--- src/verilog/cmpo_pkg.sv ---
// Purpose: constants and carrier types for the dual comparator output control block
// Assumes: 32-bit AHB-Lite register access, one word per register
// Notes: per-comparator registers repeat at a fixed stride
// How it works
// - comparator runs only while its on bit set
// - raw result high when noninverting input higher
// - polarity bit one inverts the presented result
// - result readable in control and shared registers
// - internal result latched every clock cycle
// - pin driven only when routed and direction output
// - hysteresis applied only while its bit set
// - sync mode latches on timer clock falling edge
// - sync latch uses the prescaled timer clock
// - result offered as timer gate source
// - enabled rising or falling edge sets flag
// - flag sticky; new edge beats software clear
// - edges seen on adjusted result even when off
// - first control: on7 result6 pol4 hys1 sync0
// - second control: rising bit1, falling bit0
package cmpo_pkg;
    localparam logic [7:0] CMPO_OFF_BASE    = 8'h00;
    localparam logic [7:0] CMPO_CMP_STRIDE  = 8'h08;
    localparam logic [7:0] CMPO_OFF_FIRST   = 8'h00;
    localparam logic [7:0] CMPO_OFF_SECOND  = 8'h04;
    localparam logic [7:0] CMPO_OFF_RESULTS = 8'h10;
    localparam logic [7:0] CMPO_OFF_STATUS  = 8'h14;
    localparam logic [7:0] CMPO_OFF_MASK    = 8'h18;

    localparam int CMPO_BIT_ON   = 7;
    localparam int CMPO_BIT_RES  = 6;
    localparam int CMPO_BIT_POL  = 4;
    localparam int CMPO_BIT_HYS  = 1;
    localparam int CMPO_BIT_SYNC = 0;
    localparam int CMPO_BIT_RISE = 1;
    localparam int CMPO_BIT_FALL = 0;

    typedef struct packed {
        logic on;
        logic pol;
        logic hys;
        logic sync;
        logic intp;
        logic intn;
    } cmpo_cfg_t;

    localparam cmpo_cfg_t CMPO_CFG_RST = '{default: 1'b0};
    localparam logic [1:0] CMPO_HTRANS_NONSEQ = 2'h2;
endpackage

--- src/verilog/cmpo_ctrl.sv ---
// Purpose: digital control around the analog comparators: enable, polarity, sync, edges, irq
// Assumes: hclk is the instruction clock; timer clock input is already prescaled
// Notes: zero-wait AHB-Lite slave, always OKAY
`timescale 1ns/10ps
module cmpo_ctrl #(
    parameter int NCMP = 2
) (
    input  wire logic              hclk,
    input  wire logic              hresetn,
    input  wire logic              hsel,
    input  wire logic [31:0]       haddr,
    input  wire logic [1:0]        htrans,
    input  wire logic              hwrite,
    input  wire logic [2:0]        hsize,
    input  wire logic [31:0]       hwdata,
    input  wire logic              hready,
    output logic                   hreadyout,
    output logic                   hresp,
    output logic [31:0]            hrdata,
    input  wire logic [NCMP-1:0]   cmp_raw,
    input  wire logic              t1_clk,
    input  wire logic [NCMP-1:0]   pin_route,
    input  wire logic [NCMP-1:0]   pin_dir_in,
    output logic [NCMP-1:0]        cmp_enable,
    output logic [NCMP-1:0]        hys_enable,
    output logic [NCMP-1:0]        timer_gate,
    output logic [NCMP-1:0]        pin_out,
    output logic [NCMP-1:0]        pin_oe_n,
    output logic                   irq
);

    // per-comparator registers repeat at a fixed stride
    function automatic logic [7:0] cmp_addr(input int idx, input logic [7:0] off);
        cmp_addr = 8'(cmpo_pkg::CMPO_OFF_BASE + idx * cmpo_pkg::CMPO_CMP_STRIDE + off);
    endfunction

    cmpo_pkg::cmpo_cfg_t cfg_q [NCMP];
    cmpo_pkg::cmpo_cfg_t cfg_d [NCMP];
    logic [NCMP-1:0] mask_q;
    logic [NCMP-1:0] mask_d;
    logic [NCMP-1:0] sync1_q;
    logic [NCMP-1:0] sync2_q;
    logic [NCMP-1:0] res_q;
    logic [NCMP-1:0] res_d;
    logic [NCMP-1:0] flag_q;
    logic [NCMP-1:0] flag_d;
    logic [NCMP-1:0] set_flag;
    logic [NCMP-1:0] clr_flag;
    logic [NCMP-1:0] gate_q;
    logic [NCMP-1:0] gate_d;
    logic [NCMP-1:0] oe_n_q;
    logic [NCMP-1:0] oe_n_d;
    logic [NCMP-1:0] en_q;
    logic [NCMP-1:0] hys_q;
    logic            t1_prev_q;
    logic            t1_fall;
    logic            irq_q;
    logic            irq_d;
    logic            wr_pend_q;
    logic            wr_pend_d;
    logic [7:0]      wr_addr_q;
    logic [7:0]      wr_addr_d;
    logic [31:0]     hrdata_q;
    logic [31:0]     hrdata_d;
    logic            acc;
    logic [31:0]     rd_word;

    // register writes, applied at the edge that ends the data phase
    always_comb begin
        for (int i = 0; i < NCMP; i++) begin
            cfg_d[i] = cfg_q[i];
            if (wr_pend_q && wr_addr_q == cmp_addr(i, cmpo_pkg::CMPO_OFF_FIRST)) begin
                cfg_d[i].on   = hwdata[cmpo_pkg::CMPO_BIT_ON];
                cfg_d[i].pol  = hwdata[cmpo_pkg::CMPO_BIT_POL];
                cfg_d[i].hys  = hwdata[cmpo_pkg::CMPO_BIT_HYS];
                cfg_d[i].sync = hwdata[cmpo_pkg::CMPO_BIT_SYNC];
            end
            if (wr_pend_q && wr_addr_q == cmp_addr(i, cmpo_pkg::CMPO_OFF_SECOND)) begin
                cfg_d[i].intp = hwdata[cmpo_pkg::CMPO_BIT_RISE];
                cfg_d[i].intn = hwdata[cmpo_pkg::CMPO_BIT_FALL];
            end
        end
        mask_d = mask_q;
        if (wr_pend_q && wr_addr_q == cmpo_pkg::CMPO_OFF_MASK) begin
            mask_d = hwdata[NCMP-1:0];
        end
    end

    always_ff @(posedge hclk or negedge hresetn) begin
        if (!hresetn) begin
            for (int i = 0; i < NCMP; i++) begin
                cfg_q[i] <= cmpo_pkg::CMPO_CFG_RST;
            end
            mask_q <= '0;
            en_q   <= '0;
            hys_q  <= '0;
        end else begin
            for (int i = 0; i < NCMP; i++) begin
                cfg_q[i] <= cfg_d[i];
                en_q[i]  <= cfg_d[i].on;
                hys_q[i] <= cfg_d[i].hys;
            end
            mask_q <= mask_d;
        end
    end

    // result path, edges and flags
    assign t1_fall = t1_prev_q & ~t1_clk;

    always_comb begin
        for (int i = 0; i < NCMP; i++) begin
            // a disabled comparator reads low before inversion, so on/pol toggles make edges
            res_d[i]    = (cfg_q[i].on & sync2_q[i]) ^ cfg_q[i].pol;
            set_flag[i] = (cfg_q[i].intp & res_d[i] & ~res_q[i])
                        | (cfg_q[i].intn & ~res_d[i] & res_q[i]);
            clr_flag[i] = wr_pend_q && wr_addr_q == cmpo_pkg::CMPO_OFF_STATUS && hwdata[i];
            // a new edge in the clear cycle keeps the flag, so no event is lost
            flag_d[i]   = set_flag[i] | (flag_q[i] & ~clr_flag[i]);
            // falling edge latch keeps the gate still while the timer counts on rising
            if (cfg_q[i].sync) begin
                gate_d[i] = t1_fall ? res_d[i] : gate_q[i];
            end else begin
                gate_d[i] = res_d[i];
            end
            oe_n_d[i] = ~(pin_route[i] & ~pin_dir_in[i]);
        end
        irq_d = |(flag_d & mask_d);
    end

    always_ff @(posedge hclk or negedge hresetn) begin
        if (!hresetn) begin
            sync1_q   <= '0;
            sync2_q   <= '0;
            res_q     <= '0;
            flag_q    <= '0;
            gate_q    <= '0;
            oe_n_q    <= '1;
            t1_prev_q <= 1'b0;
            irq_q     <= 1'b0;
        end else begin
            sync1_q   <= cmp_raw;
            sync2_q   <= sync1_q;
            res_q     <= res_d;
            flag_q    <= flag_d;
            gate_q    <= gate_d;
            oe_n_q    <= oe_n_d;
            t1_prev_q <= t1_clk;
            irq_q     <= irq_d;
        end
    end

    // AHB-Lite slave; only the low address byte decodes, upper bits alias
    // zero wait states, so hreadyout and hresp are constant flops
    assign acc = hsel && hready && htrans == cmpo_pkg::CMPO_HTRANS_NONSEQ;

    // read data comes from next-state values so a read right after a write sees it
    always_comb begin
        rd_word = '0;
        for (int i = 0; i < NCMP; i++) begin
            if (haddr[7:0] == cmp_addr(i, cmpo_pkg::CMPO_OFF_FIRST)) begin
                rd_word[cmpo_pkg::CMPO_BIT_ON]   = cfg_d[i].on;
                rd_word[cmpo_pkg::CMPO_BIT_RES]  = res_d[i];
                rd_word[cmpo_pkg::CMPO_BIT_POL]  = cfg_d[i].pol;
                rd_word[cmpo_pkg::CMPO_BIT_HYS]  = cfg_d[i].hys;
                rd_word[cmpo_pkg::CMPO_BIT_SYNC] = cfg_d[i].sync;
            end
            if (haddr[7:0] == cmp_addr(i, cmpo_pkg::CMPO_OFF_SECOND)) begin
                rd_word[cmpo_pkg::CMPO_BIT_RISE] = cfg_d[i].intp;
                rd_word[cmpo_pkg::CMPO_BIT_FALL] = cfg_d[i].intn;
            end
        end
        if (haddr[7:0] == cmpo_pkg::CMPO_OFF_RESULTS) begin
            rd_word[NCMP-1:0] = res_d;
        end
        if (haddr[7:0] == cmpo_pkg::CMPO_OFF_STATUS) begin
            rd_word[NCMP-1:0] = flag_d;
        end
        if (haddr[7:0] == cmpo_pkg::CMPO_OFF_MASK) begin
            rd_word[NCMP-1:0] = mask_d;
        end
    end

    always_comb begin
        wr_pend_d = acc && hwrite;
        wr_addr_d = acc ? haddr[7:0] : wr_addr_q;
        hrdata_d  = (acc && !hwrite) ? rd_word : hrdata_q;
    end

    always_ff @(posedge hclk or negedge hresetn) begin
        if (!hresetn) begin
            wr_pend_q <= 1'b0;
            wr_addr_q <= 8'h00;
            hrdata_q  <= 32'h0000_0000;
            hreadyout <= 1'b1;
            hresp     <= 1'b0;
        end else begin
            wr_pend_q <= wr_pend_d;
            wr_addr_q <= wr_addr_d;
            hrdata_q  <= hrdata_d;
            hreadyout <= 1'b1;
            hresp     <= 1'b0;
        end
    end

    assign hrdata     = hrdata_q;
    assign cmp_enable = en_q;
    assign hys_enable = hys_q;
    assign timer_gate = gate_q;
    assign pin_out    = gate_q;
    assign pin_oe_n   = oe_n_q;
    assign irq        = irq_q;

    for (genvar g = 0; g < NCMP; g++) begin : g_chk

    end
endmodule

--- config.mk ---
export PLATFORM = sky130hd
export DESIGN_NAME = cmpo_ctrl
export DESIGN_NICKNAME = d
export VERILOG_FILES = /design/src/verilog/cmpo_pkg.sv /design/src/verilog/cmpo_ctrl.sv
export SDC_FILE = /design/constraint.sdc
export NUM_CORES = 1
export LEC_CHECK = 0
export ABC_AREA = 1
export ABC_CLOCK_PERIOD_IN_PS = 1700
export BUFFER_PORTS_ARGS = -buffer_cell sky130_fd_sc_hd__buf_4
export CORE_MARGIN = 2
export CORE_UTILIZATION = 44
export DETAILED_ROUTE_END_ITERATION = 16
export PLACE_DENSITY = 0.89
export SLEW_MARGIN = 15
export SYNTH_ARGS = -nofsm -noshare
export SYNTH_HDL_FRONTEND = slang
export SYNTH_SLANG_ARGS = --single-unit
--- constraint.sdc ---
create_clock -name hclk -period 1.7 [get_ports hclk]
set_input_delay 0 -clock hclk [delete_from_list [all_inputs] [get_ports hclk]]
set_output_delay 0 -clock hclk [all_outputs]
set_load 0.01 [all_outputs]
### Word-level counts from Yosys, hierarchy flattened

Index checks and enable logic that the tools add are counted.

| cells by class | value |
|---|---|
| reductions and logical operators | 16 |
| mux-type cells | 20 |
| eq/ne operators | 14 |
| bitwise gates (word level) | 33 |

Operator list:

| cell | number |
|---|---|
| $eq A8 B5 Y1 const B | 5 |
| $eq A8 B4 Y1 const B | 4 |
| $mux W2 | 12 |
| $eq A8 B3 Y1 const B | 2 |
| $logic_not A8 Y1 | 2 |
| $and A1 B1 Y1 | 15 |
| $logic_and A1 B1 Y1 | 12 |
| $not A1 Y1 | 11 |
| $mux W4 | 2 |
| $mux W1 | 6 |
| $ne A2 B1 Y1 const B | 2 |
| $or A1 B1 Y1 | 4 |
| $and A2 B2 Y2 | 1 |
| $eq A2 B2 Y1 const B | 1 |
| $reduce_or A2 Y1 | 1 |
| $xor A1 B1 Y1 | 2 |
| $logic_not A1 Y1 | 1 |

| storage, ports and cells | value |
|---|---|
| output and inout port bits | 45 |
| bits of input ports | 81 |
| register bits after elaboration | 46 |

### Longest topological paths before layout

Gate-level depths: netlist of the first run.

| logic depth | value |
|---|---|
| word-level depth | 10 |
| mapped depth | 12 |
| gate-level depth less buffers | 11 |

### Worst setup path after synthesis of the first run

No wires, ideal clock.

| timing path | value |
|---|---|
| path type | register to register |
| start | register wr_addr_q[7] |
| end | register hrdata_q[0], in the netlist hrdata[0] |
| stages on the path, launching flop included | 12 |
| arrival | 1242 ps |
| slack | 341 ps |
| library setup time | 116 ps |
| period minus slack after synthesis | 1359 ps |
| path buffers | 1 |
| cell sequence | dfrtp_1 > nor2_2 > nand2_2 > nor2_4 > buf_6 > nand3_1 > nand3_1 > nand3_1 > nor2_1 > nand3_1 > nand2_1 > nand2_1 |

| between the ends | value |
|---|---|
| cells in the longest elaborated chain, start to end | 10 |

RTL lines:

| what | RTL line | source |
|---|---|---|
| from (decl) | cmpo_ctrl.sv:61 | `logic [7:0] wr_addr_q;` |
| from (signal assigned) | cmpo_ctrl.sv:198 | `wr_addr_q <= wr_addr_d;` |
| $logic_not A8 Y1 | cmpo_ctrl.sv:72 | `if (wr_pend_q && wr_addr_q == cmp_addr(i, cmpo_pkg::CMPO_OFF_FIRST)) begin` |
| $logic_and A1 B1 Y1 | cmpo_ctrl.sv:72 |  |
| $mux W4 | cmpo_ctrl.sv:72 |  |
| $mux W2 | cmpo_ctrl.sv:160 | `if (haddr[7:0] == cmp_addr(i, cmpo_pkg::CMPO_OFF_FIRST)) begin` |
| $mux W2 | cmpo_ctrl.sv:167 | `if (haddr[7:0] == cmp_addr(i, cmpo_pkg::CMPO_OFF_SECOND)) begin` |
| $mux W2 | cmpo_ctrl.sv:160 |  |
| $mux W2 | cmpo_ctrl.sv:167 |  |
| $mux W2 | cmpo_ctrl.sv:172 | `if (haddr[7:0] == cmpo_pkg::CMPO_OFF_RESULTS) begin` |
| $mux W2 | cmpo_ctrl.sv:175 | `if (haddr[7:0] == cmpo_pkg::CMPO_OFF_STATUS) begin` |
| $mux W2 (*) | cmpo_ctrl.sv:178 | `if (haddr[7:0] == cmpo_pkg::CMPO_OFF_MASK) begin` |
| to (signal assigned) | cmpo_ctrl.sv:199 | `hrdata_q <= hrdata_d;` |
| to (decl) | cmpo_ctrl.sv:63 | `logic [31:0] hrdata_q;` |

Mark *: on every way between the ends. The rest lies on a longest branch, timed or not.
A chain may end at the register's enable or synchronous reset.

### Final worst setup path of the first run

Same ends and word-level chain as after synthesis.

==> metrics.yaml, run 1 <==
run_status:
  status: "complete, but fails checks"
  violations: "negative hold slack"
setup_path:
  start_kind: "flop"
  crit_top_cell: "nand3_1"
  worstPathMaxFanout: 6
  worstSetupPathType: "reg -> reg"
  required_ns: 1.89
  slowest_delay_ns: 0.39
  worstRegToRegCells: 11
  crit_chain: "nor2_2, nand2_2, nor2_4, buf_4, nand3_1, nand3_1, nand3_1, nor2_1, nand3_1, nand2_1, nand2_1"
  crit_slowest_cell: "dfrtp_1"
  endpoint_kind: "flop"
  worstPathArrival_ns: 1.79
sta:
  max_freq_mhz: 625
  whs_ns: -0.00298
  worstMarginPinSlew_ns: 0.521
  skew_ns: 0.00729
  finalCritPeriodShare_pct: 94.1
  setup_violations: 0
  hold_violations: 1
  fin_tns_setup_ns: 0
  slew_violations: 0
  rsz0062_at_grt: "yes"
  maxSlewHeadroom_pct: 65.3
  fin_crit_ns: 1.60
hold_path:
  hold_class: "in -> reg"
  whs_path_depth: 3
cells_and_area:
  syn_to_final_growth_pct: 26.5
  nets: 427
  n_antenna_cell: 0
  utilization_pct: 56.9
  drive_gt1_share_pct: 20.7
  final_cells: 417
synth:
  synth_ff_type: "dfrtp_1"
  synth_edf_count: 0
  synth_top_area_cell: "dfrtp_1"
  synthCells: 284
  synthArstFlopShare_pct: 100
  netlist_area_mm2: 0.00227
  synth.distinct_cells: 31
  synth_area_leaders: "dfrtp_1 44%, buf_4 12%, nand2_1 11%"
  synth_top_area_share_pct: 44.2
  syn_avg_cell_area_um2: 7.98
  ys_warn_count: 0
  yosysMostFrequentCell: "nand2_1"
  ys_ff_latch: 42
  yosys-top-cells-count: "69 x nand2_1, 40 x dfrtp_1, 36 x inv_1, 35 x buf_4, 28 x nand3_1"
  ys_seq_area_share_pct: 46.5
power:
  p_per_area_mw_per_mm2: 893
  power_w: 0.00256
  total_leakage_power_nw: 1.49
  max-vdd-ir-drop_mv: 0.488
placement:
  dp_hpwl_um: 3410
  port_buffers: 41
  placedCellCount: 385
  gp_congestion: 0.880
cts:
  clk_path_buf_depth: 2
  cts_max_level: 2
  insertion_delay_ns: 0.30
  clockRootBuffer: "clkbuf_8"
  numCtsBuffers: 5
  cts.sinks: 42
  clkSlewWorstSetupHoldPaths_ns: 0.08
  tritoncts: "yes"
floorplanning:
  dieHeight_um: 75.8
  die-area_mm2: 0.00574
  die_w_um: 75.8
  initial_core_util_pct: 45.0
  fp.coreArea_mm2: 0.00504
  pin_count: 126
  rows: 26
routing:
  first_pass_iters: 4
  via_per_inst: 4.56
  vias: 1900
  wl_per_cell_um: 11.3
  drtIter0Drc: 111
  drt-total-wl_um: 4730
  antenna_left: 0
  drc: 0
global_routing:
  grt_first_pass_wirelength_um: 7570
  grt_max_degree: 43
  antenna_found_initial: 0
  grt.total_usage_pct: 17.5
  overflow: 0
  first_global_vias: 1801
flow_run:
  drv_cap: 0
stage by stage:
| step | setup slack [ns] | cell area (um^2) |
|---|---|---|
| after floorplan | 0.341 | 2370 |
| after global placement | 0.100 | 2490 |
| after detailed placement | 0.0523 | 2490 |
| after CTS | 0.0414 | 2830 |
| after global routing | -0.0501 | 2870 |
| final | 0.100 | 2870 |
worst paths after layout:
kind	start	end	slack, ns
max	wr_addr_q[7]	hrdata[0]	0.10
min	hwdata[4]	cfg_q[4]	-0.003
max reg2reg	wr_addr_q[7]	hrdata[0]	0.10
min reg2reg	sync1_q[0]	sync2_q[0]	0.36
max in group asynchronous	hresetn	pin_oe_n[0]	1.09
min in group asynchronous	hresetn	cfg_q[2]	0.23
cell families (layout without fill, tap and decap cells):
group | count (synthesis) | after routing | synth area share, %
AND/OR/NAND/NOR | 137 | 137 | 27.5
AO/OA/AOI/OAI | 26 | 26 | 6.73
other | 2 | 29 | 0.331
buffers and inverters | 77 | 113 | 18.9
flip-flops | 42 | 42 | 46.5
registers in the layout, indices dropped and copies added (netlist names):
register / flops
res_q: 2
mask_q: 2
hrdata: 5
irq: 1
sync2_q: 2
t1_prev_q: 1
flag_q: 2
hys_enable: 1
sync1_q: 2
cmp_enable: 1
wr_addr_q: 8
wr_pend_q: 1
pin_oe_n: 2
pin_out: 2
cfg_q: 10
cells in the final DEF, fill, tap and decap left out, drive strengths merged:
cell type	instances
nand2	71
buf	46
dfrtp	40
inv	39
conb	29
nand3	28
nor2	27
dlygate4sd3	20
o21ai	13
and2	6
clkbuf	6
a21oi	6
nor3	3
o21a	2
bufinv	2
dfstp	2
a21o	1
a22o	1
and3	1
a2bb2oi	1
nand4	1
o211ai	1
a31oi	1
area by class of cell:
type,count,area (um^2)
Fill cell,437,2170
Sequential cell,42,1050
Multi-Input combinational cell,192,893
Timing Repair Buffer,66,546
Inverter,39,146
Tap cell,70,87.6
Clock buffer,6,82.6
Clock inverter,2,60.1
critical path: cells and delay by family (launching register included):
family                 cells  cell delay (ns)
buffers and inverters      1             0.17
and+or+nand+nor           10             0.94
DFF                        1             0.39
power breakdown:
group	leakage [nW]	total [W]	switching (W)	internal, W
clock network	0.0714	0.000965	0.000339	0.000626
registers	0.501	0.00115	0.0000561	0.00109
logic	0.919	0.000447	0.000256	0.000191
metal layers:
metal	track usage [%]	up-vias	part of all wire, %
met5	0	-	0
met4	4.68	0	1.1
met3	4.10	6	4.5
met2	31.3	60	53
met1	20.9	892	42
li1	-	942	-
what timing repair did:
action | in CTS | in global routing
resized for setup | 0 | 3
endpoints found under the hold margin | 59 | 0
hold buffers | 20 | 0
buffers inserted | 0 | 4
setup endpoints to repair | 0 | 3
(Power assumes the default switching activity.)
==> run 2: changes to the inputs <==
- GPL_TIMING_DRIVEN: unset -> 0
- SETUP_SLACK_MARGIN: unset -> 0.05
==> run 2 against run 1 <==
The run now ends clean. Register-to-register slack worse by 0.03 ns. Critical path type unchanged. Maximum frequency down 1.8%. First-iteration DRC count down 2.7%.
==> metrics.yaml, run 2 (synthesized netlist as in run 1, its figures left out) <==
sta:
  fin_crit_ns: 1.63  # was 1.60 ns
  max_freq_mhz: 614  # was 625 MHz
  finalCritPeriodShare_pct: 95.9  # was 94.1%
  worstMarginPinSlew_ns: 0.526  # was 0.521 ns
  hold_violations: 0  # was 1
  skew_ns: 0.0116  # was 0.00729 ns
  rsz0062_at_grt: "yes"  # unchanged
  maxSlewHeadroom_pct: 65.0  # was 65.3%
  slew_violations: 0  # unchanged
  whs_ns: 0.198  # was -0.00298 ns
  setup_violations: 0  # unchanged
floorplanning:
  fp.coreArea_mm2: 0.00504  # unchanged
  dieHeight_um: 75.8  # unchanged
  die_w_um: 75.8  # unchanged
  pin_count: 126  # unchanged
  rows: 26  # unchanged
  die-area_mm2: 0.00574  # unchanged
  initial_core_util_pct: 45.0  # unchanged
cts:
  tritoncts: "yes"  # unchanged
  cts_max_level: 2  # unchanged
  insertion_delay_ns: 0.30  # about the same
  cts.sinks: 42  # unchanged
  clkSlewWorstSetupHoldPaths_ns: 0.08  # about the same
  clockRootBuffer: "clkbuf_8"  # unchanged
  numCtsBuffers: 5  # unchanged
  clk_path_buf_depth: 2  # unchanged
cells_and_area:
  layout_common_cells: "80 x buf_4, 68 x nand2_1, 40 x dfrtp_1"  # was 67 x nand2_1, 46 x buf_4, 40 x dfrtp_1
  drive_gt1_share_pct: 30.4  # was 20.7%
  regMostFlops: "cfg_q"  # unchanged
  stdcell_area_mm2: 0.00320  # was 0.00287 mm^2
  largest_register_ffs: 10  # unchanged
  layout_commonest_cell: "buf_4"  # was nand2_1
  n_antenna_cell: 0  # unchanged
  utilization_pct: 63.5  # was 56.9%
  nets: 465  # was 427
  syn_to_final_growth_pct: 41.3  # was 26.5%
  final_cells: 455  # was 417
power:
  p_switching_w: 0.000704  # was 0.000651 W
  p_comb_share_pct: 21.7  # was 17.5%
  p_clk_share_pct: 32.0  # was 37.7%
  swShare_pct: 28.3  # was 25.4%
  p_per_area_mw_per_mm2: 776  # was 893 mW/mm^2
  seqPwrFrac_pct: 46.3  # was 44.9%
  max-vdd-ir-drop_mv: 0.628  # was 0.488 mV
  internal-power_w: 0.00178  # was 0.00191 W
  total_leakage_power_nw: 1.67  # was 1.49 nW
setup_path:
  crit_slowest_cell: "dfrtp_1"  # unchanged
  r2r_slack_ns: 0.07  # was 0.10 ns
  start_kind: "flop"  # unchanged
  worstPathMaxFanout: 8  # was 6
  required_ns: 1.89  # about the same
  critical-path-top-delay-family: "simple AND/OR/NAND/NOR gates"  # unchanged
  worstRegToRegCells: 11  # unchanged
  r2r_start: "wr_addr_q[6]"  # was wr_addr_q[7]
  crit_top_cell: "nand3_2"  # was nand3_1
  crit_chain: "nor2_4, nand2_2, nor2_4, buf_6, nand3_2, nand3_2, nand3_2, nor2_1, nand3_1, nand2_1, nand2_1"  # was nor2_2, nand2_2, nor2_4, buf_4, nand3_1, nand3_1, nand3_1, nor2_1, nand3_1, nand2_1, nand2_1
  endpoint_kind: "flop"  # unchanged
  worstPathArrival_ns: 1.82  # was 1.79 ns
  slowest_delay_ns: 0.41  # was 0.39 ns
  r2r_end: "hrdata[1]"  # was hrdata[0]
  path_buf_inv: 1  # unchanged
  worstSetupPathType: "reg -> reg"  # unchanged
hold_path:
  hold_class: "in -> reg"  # unchanged
  hold-path-endpoint: "wr_addr_q[0]"  # was cfg_q[4]
  whs_path_depth: 5  # was 3
  hp-start: "hsel"  # was hwdata[4]
placement:
  dp_hpwl_um: 3650  # was 3410 um
  placedCellCount: 422  # was 385
  gp_congestion: 0.855  # was 0.880
  place_area_mm2: 0.00276  # was 0.00249 mm^2
  port_buffers: 41  # unchanged
routing:
  wl_per_cell_um: 11.5  # was 11.3 um
  antenna_left: 0  # unchanged
  drt-total-wl_um: 5240  # was 4730 um
  vias: 2015  # was 1,900
  via_per_inst: 4.43  # was 4.56
  drc: 0  # unchanged
  drtIter0Drc: 108  # was 111
  first_pass_iters: 4  # unchanged
global_routing:
  antenna_found_initial: 0  # unchanged
  grt_max_degree: 43  # unchanged
  first_global_vias: 1820  # was 1,801
  grt_first_pass_wirelength_um: 7980  # was 7570 um
  overflow: 0  # unchanged
  grt.total_usage_pct: 18.6  # was 17.5%
flow_run:
  drv_cap: 0  # unchanged
run_status:
  status: "finished clean"  # was complete, but fails checks
[run 2: changes by cell type in the layout (fill, tap and decap cells not counted), moves of 2 or more]
cell        previous run  this run
nand3_2                0         6
nand3_4                0         2
buf_4                 46        80
nand3_1               28        20
nor2_2                 4         1
nor2_4                 3         7
clkinvlp_4             0         2
[run 2: worst max path at each step]
stage                            start         to  slack [ns]  cells after the start
final                     wr_addr_q[6]  hrdata[1]        0.07                     11
after global routing          haddr[7]  hrdata[1]       -0.10                     11
after CTS                     haddr[7]  hrdata[1]        0.12                     11
after floorplan           wr_addr_q[7]  hrdata[0]        0.34                     11
after global placement    wr_addr_q[7]  hrdata[1]        0.18                     11
after detailed placement  wr_addr_q[7]  hrdata[1]        0.17                     10
[run 2: timing repair]
action | 4_1_cts | 5_1_grt
endpoints found under the hold margin | 60 | 0
setup endpoints to repair | 0 | 3
hold buffers | 21 | 0
resized for setup | 0 | 18
buffers inserted | 0 | 4
[run 2: per-layer routing]
metal / vias up / GRT usage, % / share of wire [%] / wire, um
met1: 927 / 21.5 / 40 / 2080
met3: 9 / 5.29 / 4.9 / 256
li1: 1015 / - / - / -
met2: 64 / 33.2 / 54 / 2840
met5: - / 0 / 0 / 0
met4: 0 / 5.46 / 1.1 / 58
[run 2: power by group through the flow]
| stage | combinational [W] | clock, W | sequential (W) |
|---|---|---|---|
| floorplan | 0.000288 | 0 | 0.00117 |
| global placement | 0.000460 | 0 | 0.00116 |
| detailed placement | 0.000473 | 0 | 0.00117 |
| CTS | 0.000514 | 0.000804 | 0.00115 |
| global route | 0.000599 | 0.000847 | 0.00116 |
| finish | 0.000541 | 0.000797 | 0.00115 |
[run 2: area by class of cell]
class / count / area (um^2)
tap: 70 / 87.6
timing repair buffer: 66 / 548
sequential: 42 / 1050
multi-input combinational: 192 / 972
clock buffer: 5 / 68.8
buffer: 38 / 283
clock inverter: 3 / 45.0
fill: 398 / 1840
inverter: 39 / 146
[run 2: worst reg2reg max path, stage by stage, from the launching register on]
cell and delay [ns]:
dfrtp_1 0.41, nor2_4 0.14, nand2_2 0.08, nor2_4 0.15, buf_6 0.16, nand3_2 0.10, nand3_2 0.11, nand3_2 0.06
nor2_1 0.11, nand3_1 0.08, nand2_1 0.07, nand2_1 0.05
[run 2: metrics by stage]
stage / worst slack (ns) / TNS [ns] / power (W)
2_1_floorplan: 0.341 / 0 / 0.00146
3_3_place_gp: 0.182 / 0 / 0.00162
3_5_place_dp: 0.167 / 0 / 0.00164
4_1_cts: 0.123 / 0 / 0.00247
5_1_grt: -0.100 / -0.155 / 0.00261
6_report: 0.0705 / 0 / 0.00249
==> run 3: changes to the inputs <==
- ABC_AREA: 1 -> unset
==> run 3 against run 2 <==
Synthesized area decreased by 1.3%. Non-clock buffer count increased by 8. Combinational power increased by 16%. Hold slack got worse by 0.18 ns. Sequential power increased by 5%. Wire length increased by 7.5%. Largest cell class is now multi-input combinational cells. Count of clock-buffer cells in the layout unchanged. The flow now finishes with violations (negative setup slack).
==> metrics.yaml, run 3 <==
run_status:
  status: "complete, but fails checks"  # was finished clean
  violations: "negative setup slack"
synth:
  synth_edf_count: 0  # unchanged
  yosysMostFrequentCell: "dfrtp_1"  # was nand2_1
  syn_avg_cell_area_um2: 10.7  # was 7.98 um^2
  ys_warn_count: 0  # unchanged
  synth_top_area_share_pct: 44.7  # was 44.2%
  synth_top_area_cell: "dfrtp_1"  # unchanged
  ys_seq_area_share_pct: 47.1  # was 46.5%
  synthArstFlopShare_pct: 100  # unchanged
  ys_ff_latch: 42  # unchanged
  synth_ff_type: "dfrtp_1"  # unchanged
  netlist_area_mm2: 0.00224  # was 0.00227 mm^2
  synth_area_leaders: "dfrtp_1 45%, buf_4 12%, mux2_2 7.0%"  # was dfrtp_1 44%, buf_4 12%, nand2_1 11%
  synth.distinct_cells: 42  # was 31
  yosys-top-cells-count: "40 x dfrtp_1, 35 x buf_4, 14 x mux2_2, 12 x nand2_1, 11 x nand4_1"  # was 69 x nand2_1, 40 x dfrtp_1, 36 x inv_1, 35 x buf_4, 28 x nand3_1
  synthCells: 210  # was 284
placement:
  dp_hpwl_um: 3760  # was 3650 um
  gp_congestion: 0.904  # was 0.855
  place_worst_setup_slack_ns: -0.564  # was 0.167 ns
  placedCellCount: 344  # was 422
  port_buffers: 40  # was 41
cells_and_area:
  drive_gt1_share_pct: 43.8  # was 30.4%
  n_antenna_cell: 0  # unchanged
  layout_common_cells: "83 x buf_4, 37 x dfrtp_1, 29 x conb_1"  # was 80 x buf_4, 68 x nand2_1, 40 x dfrtp_1
  multi_input_area_mm2: 0.00111  # was 972 um^2
  nets: 397  # was 465
  largest_register_ffs: 10  # unchanged
  nFillCells: 409  # was 398
  seq_area_mm2: 0.00106  # was 0.00105 mm^2
  layout_commonest_cell: "buf_4"  # unchanged
  final_cells: 384  # was 455
  regMostFlops: "cfg_q"  # unchanged
  syn_to_final_growth_pct: 47.4  # was 41.3%
setup_path:
  worstPathMaxFanout: 8  # unchanged
  worstSetupPathType: "reg -> reg"  # unchanged
  endpoint_kind: "flop"  # unchanged
  start_kind: "flop"  # unchanged
  worstPathArrival_ns: 2.33  # was 1.82 ns
  required_ns: 1.88  # was 1.89 ns
power:
  max-vdd-ir-drop_mv: 0.437  # was 0.628 mV
  total_leakage_power_nw: 1.56  # was 1.67 nW
  p_per_area_mw_per_mm2: 800  # was 776 mW/mm^2
global_routing:
  grt_first_pass_wirelength_um: 8730  # was 7980 um
  grt.total_usage_pct: 21.0  # was 18.6%
  first_global_vias: 1901  # was 1,820
  grt_max_degree: 43  # unchanged
  antenna_found_initial: 0  # unchanged
  overflow: 0  # unchanged
cts:
  cts.sinks: 42  # unchanged
  clkSlewWorstSetupHoldPaths_ns: 0.08  # about the same
  tritoncts: "yes"  # unchanged
  insertion_delay_ns: 0.30  # about the same
  numCtsBuffers: 5  # unchanged
  clk_path_buf_depth: 2  # unchanged
  clockRootBuffer: "clkbuf_8"  # unchanged
  cts_max_level: 2  # unchanged
floorplanning:
  initial_core_util_pct: 46.5  # was 45.0%
  fp.coreArea_mm2: 0.00482  # was 0.00504 mm^2
  die_w_um: 75.3  # was 75.8 um
  pin_count: 126  # unchanged
  rows: 25  # was 26
  dieHeight_um: 75.3  # was 75.8 um
  die-area_mm2: 0.00567  # was 0.00574 mm^2
routing:
  drtIter0Drc: 120  # was 108
  drc: 0  # unchanged
  antenna_left: 0  # unchanged
  first_pass_iters: 4  # unchanged
  via_per_inst: 5.02  # was 4.43
  top_layer_used: "met4"  # unchanged
  vias: 1926  # was 2,015
  drt-total-wl_um: 5630  # was 5240 um
  met3_length_um: 421  # was 256 um
  met1_length_um: 2230  # was 2080 um
  met2_length_um: 2930  # was 2840 um
  wl_per_cell_um: 14.7  # was 11.5 um
sta:
  rsz0062_at_grt: "yes"  # unchanged
  skew_ns: 0.00470  # was 0.0116 ns
  max_freq_mhz: 464  # was 614 MHz
  slew_violations: 0  # unchanged
  worst_slack_ns: -0.453  # was 0.0705 ns
  finalCritPeriodShare_pct: 127  # was 95.9%
  setup_violations: 15  # was 0
  maxSlewHeadroom_pct: 59.5  # was 65.0%
  fin_crit_ns: 2.15  # was 1.63 ns
  worstMarginPinSlew_ns: 0.607  # was 0.526 ns
  hold_violations: 0  # unchanged
flow_run:
  drv_cap: 0  # unchanged
hold_path:
  hold_class: "in -> reg"  # unchanged
run 3: cell types whose count changed after synthesis, moves of 6 or more:
| cell | change |
|---|---|
| and2_1 | -6 |
| inv_1 | -27 |
| mux2_2 | +14 |
| nand2_1 | -57 |
| nand3_1 | -27 |
| nand4_1 | +10 |
| nor2_1 | -12 |
| o21ai_0 | -9 |
| o31ai_1 | +6 |
run 3: final timing paths:
kind | start | end | slack (ns) | depth (start not counted)
max | wr_addr_q[6] | hrdata[1] | -0.45 | 6
min | hwdata[1] | cfg_q[1] | 0.01 | 3
max reg2reg | wr_addr_q[6] | hrdata[1] | -0.45 | 6
min reg2reg | sync1_q[0] | sync2_q[0] | 0.36 | 0
max in group asynchronous | hresetn | wr_addr_q[1] | 1.11 | 2
min in group asynchronous | hresetn | cfg_q[8] | 0.22 | 2
run 3: cells by family (layout without fill, tap and decap cells):
group                  Yosys count  after routing  synth area share [%]
AND/OR/NAND/NOR                 67             67                  19.1
buffers and inverters           49            129                  14.4
flip-flops                      42             42                  47.1
AO/OA/AOI/OAI                   34             34                  11.1
multiplexers                    16             16                  7.94
other                            2             29                 0.336
run 3: power by group:
part           internal [W]  leakage (nW)  switching, W
clock network      0.000440        0.0585      0.000358
registers           0.00110         0.492      0.000111
logic              0.000339          1.01      0.000287
run 3: cell type report:
cell class / count / share of cell area [%]
flip-flops and latches: 42 / 32.0
inverters: 9 / 1.02
clock inverters: 3 / 1.33
well taps: 67 / 2.54
repair buffers: 72 / 18.4
multi-input cells: 146 / 33.7
clock buffers: 5 / 2.09
plain buffers: 40 / 8.91
run 3: metrics by stage:
step                      power, W  util [%]  TNS (ns)  area, um^2  hold slack [ns]
after floorplan            0.00151         -     -1.20        2380           -0.296
after global placement     0.00169      57.5     -3.15        2770          0.00422
after detailed placement   0.00170      57.5     -3.78        2770           0.0103
after CTS                  0.00260      67.2     -3.03        3240          0.00348
after global routing       0.00277      68.5     -3.95        3300           0.0400
final                      0.00264      68.5     -2.95        3300           0.0144
run 3: timing repair:
action / in CTS / in global routing
hold buffers: 19 / 0
endpoints found under the setup margin: 18 / 20
gates resized for setup: 15 / 11
buffers inserted: 11 / 6
hold endpoints to repair: 58 / 0
pin swaps: 14 / 16
run 3: routing by layer:
| layer | global-route usage, % | vias up |
|---|---|---|
| li1 | - | 917 |
| met1 | 25.9 | 921 |
| met2 | 36.3 | 81 |
| met3 | 5.29 | 7 |
| met4 | 6.63 | 0 |
| met5 | 0 | - |
run 3: worst max-delay path: stages, from the launching register on:
cell      delay (ns)
dfrtp_1         0.43
or4b_4          0.53
buf_8           0.16
o31ai_1         0.30
a21oi_1         0.14
o311ai_2        0.34
a21oi_1         0.12
